<file path="src/adc_ctrl_pkg.sv">
// Purpose: shared constants and types of the converter control block
// Assumes: one 125 MHz clock, registers reach the block as plain ports
// Notes:   pump start-up time is a plain default, not a device figure
package adc_ctrl_pkg;
   localparam int RES_W = 12;
   localparam int ACC_W = 19;
   localparam int SUM_W = 21;
   localparam int CNT_W = 8;
   localparam int FLT_W = 16;
   localparam int SRC_N = 32;
   localparam int SEL_W = 5;
   localparam int ACQ_W = 8;
   localparam logic [CNT_W-1:0] CNT_MAX = 8'hFF;
   localparam logic [CNT_W-1:0] CNT_ONE = 8'h01;
   localparam logic [ACC_W-1:0] ACC_RST = 19'h0_0000;
   localparam logic [SUM_W-1:0] ACC_LIM = 21'h03_FFFF;
   localparam int CLK_NS        = 8;
   localparam int PUMP_START_NS = 2000;
   localparam int PUMP_CYC_I    = (PUMP_START_NS + CLK_NS - 1) / CLK_NS;
   localparam int PUMP_W        = 9;
   localparam logic [PUMP_W-1:0] PUMP_CYC = PUMP_CYC_I[PUMP_W-1:0];
   typedef enum logic [2:0] {
      MD_BASIC = 3'h0,
      MD_ACCUM = 3'h1,
      MD_AVG   = 3'h2,
      MD_BURST = 3'h3,
      MD_LPF   = 3'h4
   } mode_t;
   typedef enum logic [1:0] {
      ST_IDLE = 2'b00,
      ST_ACQ  = 2'b01,
      ST_CONV = 2'b10,
      ST_POST = 2'b11
   } state_t;
   typedef struct packed {
      mode_t            mode;
      logic [2:0]       shift_amount;
      logic [CNT_W-1:0] rpt;
      logic             double_sample_enable;
      logic             continuous_enable;
   } cfg_t;
endpackage

</file>
<file path="src/trig_edge_sync.sv">
// Purpose: synchronise trigger pins and flag a rising edge of the chosen one
// Assumes: sources are asynchronous to clk
// Notes:   a change of select may itself look like one edge
`timescale 1ns/100ps
`default_nettype none
module trig_edge_sync
(
   input  wire logic                                clk,
   input  wire logic                                sys_rst,
   input  wire logic                                ce,
   input  wire logic [adc_ctrl_pkg::SRC_N-1:0]      src,
   input  wire logic [adc_ctrl_pkg::SEL_W-1:0]      sel,
   output logic                                     rise_r
);
   logic [adc_ctrl_pkg::SRC_N-1:0] s1_r;
   logic [adc_ctrl_pkg::SRC_N-1:0] s2_r;
   logic                           lvl_r;

   genvar i;
   generate
      for (i = 0; i < adc_ctrl_pkg::SRC_N; i++)
      begin : g_sync
         always_ff @(posedge clk or posedge sys_rst)
         begin
            if (sys_rst)
            begin
               s1_r[i] <= 1'b0;
               s2_r[i] <= 1'b0;
            end
            else if (ce)
            begin
               s1_r[i] <= src[i];
               s2_r[i] <= s1_r[i];
            end
         end
      end
   endgenerate

   always_ff @(posedge clk or posedge sys_rst)
   begin
      if (sys_rst)
      begin
         lvl_r  <= 1'b0;
         rise_r <= 1'b0;
      end
      else if (ce)
      begin
         lvl_r  <= s2_r[sel];
         rise_r <= s2_r[sel] & ~lvl_r;
      end
   end
endmodule
`default_nettype wire

</file>
<file path="src/adc_trigger_and_computation.sv">
// Purpose: trigger, acquisition, pump and computation control of a 12-bit converter
// Assumes: analog core shares clk; conv_done is a one-cycle pulse with its data
// Notes:   threshold comparator sits outside and answers on thresh_met
`timescale 1ns/100ps
`default_nettype none
module adc_trigger_and_computation
(
   input  wire logic                                clk,
   input  wire logic                                sys_rst,
   input  wire logic                                ce,
   input  wire logic                                adc_on,
   input  wire adc_ctrl_pkg::cfg_t                  compute_control_reg,
   input  wire logic [adc_ctrl_pkg::SEL_W-1:0]      auto_trigger_select,
   input  wire logic [adc_ctrl_pkg::SRC_N-1:0]      trig_src,
   input  wire logic                                sleep_mode,
   input  wire logic                                dedicated_rc_clock,
   input  wire logic [adc_ctrl_pkg::ACQ_W-1:0]      acquisition_count,
   input  wire logic                                go_set,
   input  wire logic                                accum_clear_set,
   input  wire logic                                done_clr,
   input  wire logic                                thr_clr,
   input  wire logic                                pump_enable,
   input  wire logic                                conv_done,
   input  wire logic [adc_ctrl_pkg::RES_W-1:0]      conv_data,
   input  wire logic                                thresh_met,
   output logic                                     conv_start,
   output logic                                     thresh_test,
   output logic                                     go_r,
   output logic                                     conv_done_flag,
   output logic                                     threshold_flag,
   output logic                                     overflow_flag,
   output logic                                     accum_clear_cmd,
   output logic                                     pump_ready_flag,
   output logic [adc_ctrl_pkg::ACC_W-1:0]           accumulator_value,
   output logic [adc_ctrl_pkg::CNT_W-1:0]           sample_counter,
   output logic [adc_ctrl_pkg::FLT_W-1:0]           filter_output,
   output logic [adc_ctrl_pkg::RES_W-1:0]           conversion_result,
   output logic [adc_ctrl_pkg::RES_W-1:0]           prev_result
);
   adc_ctrl_pkg::state_t              st_r;
   adc_ctrl_pkg::mode_t               md;
   logic [adc_ctrl_pkg::ACQ_W-1:0]    acq_r;
   logic [adc_ctrl_pkg::PUMP_W-1:0]   pump_r;
   logic                              phase_r;
   logic                              pend_r;
   logic                              burst_r;
   logic                              trig_rise;
   logic                              hold_sleep;
   logic                              start;
   logic                              start_clr;
   logic                              last_conv;
   logic                              accum_on;
   logic                              at_rpt;
   logic                              test_cond;
   logic                              more_burst;
   logic                              ovf_hit;
   logic signed [adc_ctrl_pkg::SUM_W-1:0] acc_s;
   logic signed [adc_ctrl_pkg::SUM_W-1:0] d_s;
   logic signed [adc_ctrl_pkg::SUM_W-1:0] sum_nxt;

   assign md = compute_control_reg.mode;

   trig_edge_sync u_trig
   (
      .clk    (clk),
      .sys_rst(sys_rst),
      .ce     (ce),
      .src    (trig_src),
      .sel    (auto_trigger_select),
      .rise_r (trig_rise)
   );

   // only the rc clock keeps running in sleep
   assign hold_sleep = sleep_mode & ~dedicated_rc_clock;
   assign start      = (st_r == adc_ctrl_pkg::ST_IDLE) & go_r & adc_on & ~hold_sleep;
   assign at_rpt     = sample_counter >= compute_control_reg.rpt;
   assign start_clr  = start & (((md == adc_ctrl_pkg::MD_AVG) & at_rpt)
                      | ((md == adc_ctrl_pkg::MD_BURST) & ~burst_r));
   assign last_conv  = conv_done & (st_r == adc_ctrl_pkg::ST_CONV)
                      & (~compute_control_reg.double_sample_enable | phase_r);
   assign accum_on   = md != adc_ctrl_pkg::MD_BASIC;
   assign conv_start = (st_r == adc_ctrl_pkg::ST_ACQ) & (acq_r == '0);
   assign test_cond  = (md == adc_ctrl_pkg::MD_BASIC) | (md == adc_ctrl_pkg::MD_ACCUM)
                      | at_rpt;
   assign thresh_test = (st_r == adc_ctrl_pkg::ST_POST) & test_cond;
   assign more_burst = (md == adc_ctrl_pkg::MD_BURST) & ~at_rpt;

   // accumulation arithmetic, widened so the overflow is visible
   always_comb
   begin
      acc_s = {{(adc_ctrl_pkg::SUM_W-adc_ctrl_pkg::ACC_W){accumulator_value[adc_ctrl_pkg::ACC_W-1]}},
               accumulator_value};
      if (compute_control_reg.double_sample_enable)
         d_s = $signed({{(adc_ctrl_pkg::SUM_W-adc_ctrl_pkg::RES_W){1'b0}}, conv_data})
             - $signed({{(adc_ctrl_pkg::SUM_W-adc_ctrl_pkg::RES_W){1'b0}}, conversion_result});
      else
         d_s = $signed({{(adc_ctrl_pkg::SUM_W-adc_ctrl_pkg::RES_W){1'b0}}, conv_data});
      if (md == adc_ctrl_pkg::MD_LPF)
         sum_nxt = acc_s + d_s - (acc_s >>> compute_control_reg.shift_amount);
      else
         sum_nxt = acc_s + d_s;
      ovf_hit = accum_on & last_conv & (sum_nxt > $signed(adc_ctrl_pkg::ACC_LIM));
   end

   // conversion sequencer
   always_ff @(posedge clk or posedge sys_rst)
   begin
      if (sys_rst)
      begin
         st_r    <= adc_ctrl_pkg::ST_IDLE;
         acq_r   <= '0;
         phase_r <= 1'b0;
      end
      else if (ce)
      begin
         case (st_r)
            adc_ctrl_pkg::ST_IDLE:
            begin
               phase_r <= 1'b0;
               if (start)
               begin
                  acq_r <= acquisition_count;
                  st_r  <= adc_ctrl_pkg::ST_ACQ;
               end
            end
            adc_ctrl_pkg::ST_ACQ:
            begin
               if (acq_r != '0)
                  acq_r <= acq_r - 1'b1;
               else
                  st_r <= adc_ctrl_pkg::ST_CONV;
            end
            adc_ctrl_pkg::ST_CONV:
            begin
               if (last_conv)
                  st_r <= adc_ctrl_pkg::ST_POST;
               else if (conv_done)
               begin
                  phase_r <= 1'b1;
                  acq_r   <= acquisition_count;
                  st_r    <= adc_ctrl_pkg::ST_ACQ;
               end
            end
            adc_ctrl_pkg::ST_POST:
               st_r <= adc_ctrl_pkg::ST_IDLE;
            default:
               st_r <= adc_ctrl_pkg::ST_IDLE;
         endcase
      end
   end

   // start bit, deferred sleep trigger and burst run
   always_ff @(posedge clk or posedge sys_rst)
   begin
      if (sys_rst)
      begin
         go_r    <= 1'b0;
         pend_r  <= 1'b0;
         burst_r <= 1'b0;
      end
      else if (ce)
      begin
         if (trig_rise & hold_sleep)
            pend_r <= 1'b1;
         else if (~hold_sleep)
            pend_r <= 1'b0;
         if (go_set | (trig_rise & ~hold_sleep) | (pend_r & ~hold_sleep))
            go_r <= 1'b1;
         else if ((st_r == adc_ctrl_pkg::ST_POST) & ~compute_control_reg.continuous_enable
                  & ~more_burst)
            go_r <= 1'b0;
         if (st_r == adc_ctrl_pkg::ST_POST)
            burst_r <= more_burst;
         else if (start & (md == adc_ctrl_pkg::MD_BURST))
            burst_r <= 1'b1;
      end
   end

   // results, accumulator and counter
   always_ff @(posedge clk or posedge sys_rst)
   begin
      if (sys_rst)
      begin
         conversion_result <= '0;
         prev_result       <= '0;
         accumulator_value <= adc_ctrl_pkg::ACC_RST;
         sample_counter    <= '0;
         filter_output     <= '0;
      end
      else if (ce)
      begin
         if (conv_done & (st_r == adc_ctrl_pkg::ST_CONV))
         begin
            conversion_result <= conv_data;
            prev_result       <= conversion_result;
         end
         if (accum_clear_cmd | start_clr)
         begin
            accumulator_value <= adc_ctrl_pkg::ACC_RST;
            sample_counter    <= '0;
         end
         else if (accum_on & last_conv)
         begin
            accumulator_value <= sum_nxt[adc_ctrl_pkg::ACC_W-1:0];
            filter_output     <= 16'(sum_nxt >>> compute_control_reg.shift_amount);
            if (sample_counter != adc_ctrl_pkg::CNT_MAX)
               sample_counter <= sample_counter + adc_ctrl_pkg::CNT_ONE;
         end
      end
   end

   // status flags: a hardware set wins over a software clear
   always_ff @(posedge clk or posedge sys_rst)
   begin
      if (sys_rst)
      begin
         conv_done_flag  <= 1'b0;
         threshold_flag  <= 1'b0;
         overflow_flag   <= 1'b0;
         accum_clear_cmd <= 1'b0;
      end
      else if (ce)
      begin
         // basic mode waits for the pair; other modes flag each sample
         if ((st_r == adc_ctrl_pkg::ST_POST)
             | (accum_on & conv_done & (st_r == adc_ctrl_pkg::ST_CONV)))
            conv_done_flag <= 1'b1;
         else if (done_clr)
            conv_done_flag <= 1'b0;
         if (thresh_test & (thresh_met | overflow_flag))
            threshold_flag <= 1'b1;
         else if (thr_clr)
            threshold_flag <= 1'b0;
         if (ovf_hit)
            overflow_flag <= 1'b1;
         else if (accum_clear_cmd)
            overflow_flag <= 1'b0;
         // clearing takes the one cycle in which the command stands
         accum_clear_cmd <= accum_clear_set;
      end
   end

   // pump start-up timer
   always_ff @(posedge clk or posedge sys_rst)
   begin
      if (sys_rst)
      begin
         pump_r          <= '0;
         pump_ready_flag <= 1'b0;
      end
      else if (ce)
      begin
         if (~pump_enable)
         begin
            pump_r          <= '0;
            pump_ready_flag <= 1'b0;
         end
         else if (pump_r != adc_ctrl_pkg::PUMP_CYC)
            pump_r <= pump_r + 1'b1;
         else
            pump_ready_flag <= 1'b1;
      end
   end
endmodule
`default_nettype wire

</file>
<file path="config.mk">
export PLATFORM = sky130hd
export DESIGN_NAME = adc_trigger_and_computation
export DESIGN_NICKNAME = d
export VERILOG_FILES = /design/src/adc_ctrl_pkg.sv /design/src/trig_edge_sync.sv /design/src/adc_trigger_and_computation.sv
export SDC_FILE = /design/constraint.sdc
export NUM_CORES = 1
export LEC_CHECK = 0
export BUFFER_PORTS_ARGS = -buffer_cell sky130_fd_sc_hd__buf_2
export CORE_MARGIN = 1.5
export CORE_UTILIZATION = 48
export DETAILED_ROUTE_END_ITERATION = 12
export PLACE_DENSITY_LB_ADDON = 0.12
export SLEW_MARGIN = 10
export SYNTH_ARGS = -nofsm -noshare
export SYNTH_HDL_FRONTEND = slang
export SYNTH_HIERARCHICAL = 1
export SYNTH_SLANG_ARGS = --single-unit
</file>
<file path="constraint.sdc">
create_clock -name clk -period 8.14 [get_ports clk]
set_input_delay 0.407 -clock clk [delete_from_list [all_inputs] [get_ports clk]]
set_output_delay 0.407 -clock clk [all_outputs]
set_load 0.02 [all_outputs]
</file>
==> results.py <==
metrics = {
    "status": {
        "status": "completed",
    },
    "job": {
        "drv_cap": 0,
    },
    "global_routing": {
        "track_usage_pct": 25.0,
        "first_global_vias": 8985,
        "grt_max_degree": 92,
        "antenna_found_initial": 2,
        "grt_pass1_wl_mm": 48.6,
        "overflow": 0,
    },
    "power_and_ir_drop": {
        "p_per_area_nw_per_um2": 263,
        "power_leakage_nw": 6.12,
        "ir_worst_vdd_uv": 125,
    },
    "logic_synthesis": {
        "synth_xor_area_share_pct": 3.19,
        "synth_commonest_cells": "161 x dfrtp_1, 107 x nand2_1, 93 x nor2_1",
        "post-synth-top-area-cell": "dfrtp_1",
        "yosysSeqAreaShare_pct": 35.0,
        "synth_top_family_by_area": "compound AO/OA/AOI/OAI gates",
        "syn_inst": 1206,
        "ys_ff_latch": 161,
        "synth.top_cells.by_area": "dfrtp_1 35%, mux2_2 8.8%, ha_1 6.8%",
        "syn_nets": 1358,
        "ys_types": 90,
        "synth-adder-area-share_pct": 7.36,
        "synth_compound_area_share_pct": 18.3,
        "yosys_most_used_dff": "dfrtp_1",
        "yosys.area_share.simple_pct": 14.8,
        "synth_warnings": 6,
        "synth.avg_cell_area_um2": 9.56,
        "syn_area_um2": 11500,
        "synth-edff-count": 0,
        "synth_top_area_share_pct": 35.0,
        "async_flop_share_pct": 100,
        "synth_mux_area_share_pct": 16.4,
        "synth.most_common_cell": "dfrtp_1",
    },
    "floorplanning": {
        "die_area_um2": 24900,
        "start_util_pct": 49.0,
        "rows": 56,
        "core_area_um2": 23500,
        "io_pins": 161,
        "die_w_um": 158,
        "dieHeight_um": 158,
    },
    "placement": {
        "dp_hpwl_mm": 22.7,
        "preCtsSetupSlack_ps": 903,
        "portBuffers": 160,
        "place.gp.congestion": 0.945,
    },
    "detailed_routing": {
        "first_pass_iters": 7,
        "num_vias": 9587,
        "finalWirelength_mm": 30.7,
        "avgViaCountPerCell": 5.76,
        "met1_length_mm": 14.8,
        "top_layer": "met5",
        "wl_met3_mm": 1.76,
        "wl_per_cell_um": 18.4,
        "drc": 0,
        "dr_wl_met2_mm": 13.6,
        "ant_nets": 0,
        "drt-initial-drc-count": 733,
    },
    "layout": {
        "synthToLayoutAreaGrowth_pct": 13.3,
        "drive_gt1_share_pct": 25.6,
        "seq_area_um2": 4030,
        "fin_nets": 1484,
        "multi_input_area_um2": 6920,
        "nFillCells": 2195,
    },
    "timing": {
        "finalHoldViolCount": 0,
        "min_period_ps": 7220,
        "rsz0062_at_grt": "no",
        "finalSetupViolations": 0,
        "tightest_slew_ps": 1040,
        "fmax_mhz": 139,
        "layout_setup_ws_ps": 923,
        "whs_ps": 32.1,
        "maxSlewHeadroom_pct": 30.7,
        "slew_viol_final": 0,
        "timing.final.crit_share_pct": 88.7,
        "finalSetupTns_ps": 0,
        "finClkSkew_ps": 18.2,
    },
    "clock_tree": {
        "cts_sinks": 161,
        "htreeDepth": 4,
        "clockBufferDepth": 2,
        "worstSkewPairLatency_ps": 440,
        "cts_tree": "yes",
        "root_buffer": "clkbuf_16",
        "clkTransAtPathRegs_ps": 80,
        "ctsResizeCount": 0,
        "ctsHoldBuffers": 0,
        "cts_buffers": 17,
        "post-cts-setup-buffers": 0,
    },
    "worst_setup_path": {
        "cp-start-kind": "register",
        "required_ps": 8480,
        "cp_slowest_cell": "o31ai_1",
        "endpoint_kind": "register",
        "crit_type": "reg -> reg",
        "worstPathArrival_ps": 7550,
        "cpPeakStageDelay_ps": 500,
        "cp_max_fo": 7,
        "path_common_cell": "o21ai_0",
    },
    "hold_path": {
        "min_path_type": "in -> async",
    },
}
-- kinds of logic (layout without fill, tap and decap cells) --
group	after synthesis	in the layout
flops	161	161
other cells	0	1
compound gates	312	312
fa+ha+maj	66	66
mux	153	153
simple gates	354	354
xor+xnor	42	42
buf+inv	118	257
-- through the flow --
step	util (%)	power, mW	cell area [µm²]	cells
6_report	55.5	3.44	13100	1665
5_1_grt	55.5	3.68	13100	1665
4_1_cts	55.4	3.44	13100	1664
3_5_place_dp	52.8	2.58	12400	1632
3_3_place_gp	52.8	2.57	12400	1632
2_1_floorplan	-	2.21	11500	1206
-- critical path: cells and delay by family, from the launching register on --
family                     cells  cell delay, ps
DFF                            1             410
buffers and inverters          1             190
and+or+nand+nor                7            1270
AOI/OAI and AO/OA             15            3490
xor gates and xnor gates       1             370
adders and majority gates      4            1410
-- state kept, by name (all words and copies together) (netlist names), 2 cells and up --
name	cells
accumulator_value	19
acq_r	8
conversion_result	12
filter_output	16
prev_result	12
pump_r	9
sample_counter	8
st_r	2
u_trig/s1_r	32
u_trig/s2_r	32
-- path summary, 6_finish.rpt --
path | startpoint | to | slack [ps] | cells past startpoint
worst max-delay path | conversion_result[0] | filter_output[13] | 920 | 28
worst min-delay path | sys_rst | pump_r[5] | 30 | 2
worst max register to register | conversion_result[0] | filter_output[13] | 920 | 28
worst min register to register | burst_r | burst_r | 470 | 2
max in group asynchronous | sys_rst | conversion_result[4] | 6940 | 3
min in group clk | trig_src[2] | u_trig/s1_r[2] | 200 | 2
-- metal layers --
layer  up-vias  global-route usage [%]
met5         -                       0
met4         2                    6.45
met3        36                    4.71
met2       291                    38.2
met1      4581                    36.3
li1       4677                       -
-- cells in the final DEF, fill, tap and decap left out, drive strengths merged, types with 11 or more instances in the layout --
| cell | count |
|---|---|
| buf | 170 |
| inv | 61 |
| mux4 | 19 |
| nor2 | 94 |
| o2bb2ai | 13 |
| nand3 | 23 |
| ha | 63 |
| xnor2 | 19 |
| mux2 | 91 |
| and3 | 14 |
| and2 | 12 |
| o21a | 11 |
| dfrtp | 161 |
| a211oi | 18 |
| o21ai | 77 |
| a22o | 11 |
| a21o | 16 |
| nand4 | 15 |
| nand2 | 107 |
| o31ai | 14 |
| nor3 | 23 |
| nand2b | 16 |
| xor2 | 23 |
| a21oi | 76 |
| mux2i | 43 |
| clkbuf | 17 |
| nor2b | 11 |
-- power breakdown --
part           switching, mW  total, mW  internal (mW)
clock                  0.403      0.847          0.444
sequential            0.0880       1.01          0.918
combinational          0.947       1.58          0.636
total                   1.44       3.44           2.00
-- layout make-up --
class | instances | area share (%)
Antenna cell | 1 | 0.0192
Clock buffer | 17 | 3.26
Multi-Input combinational cell | 927 | 53.0
Inverter | 55 | 1.60
Sequential cell | 161 | 30.9
Tap cell | 319 | 3.06
Clock inverter | 15 | 1.48
Timing Repair Buffer | 170 | 6.73
No activity file was read; power rests on OpenSTA's default activity.
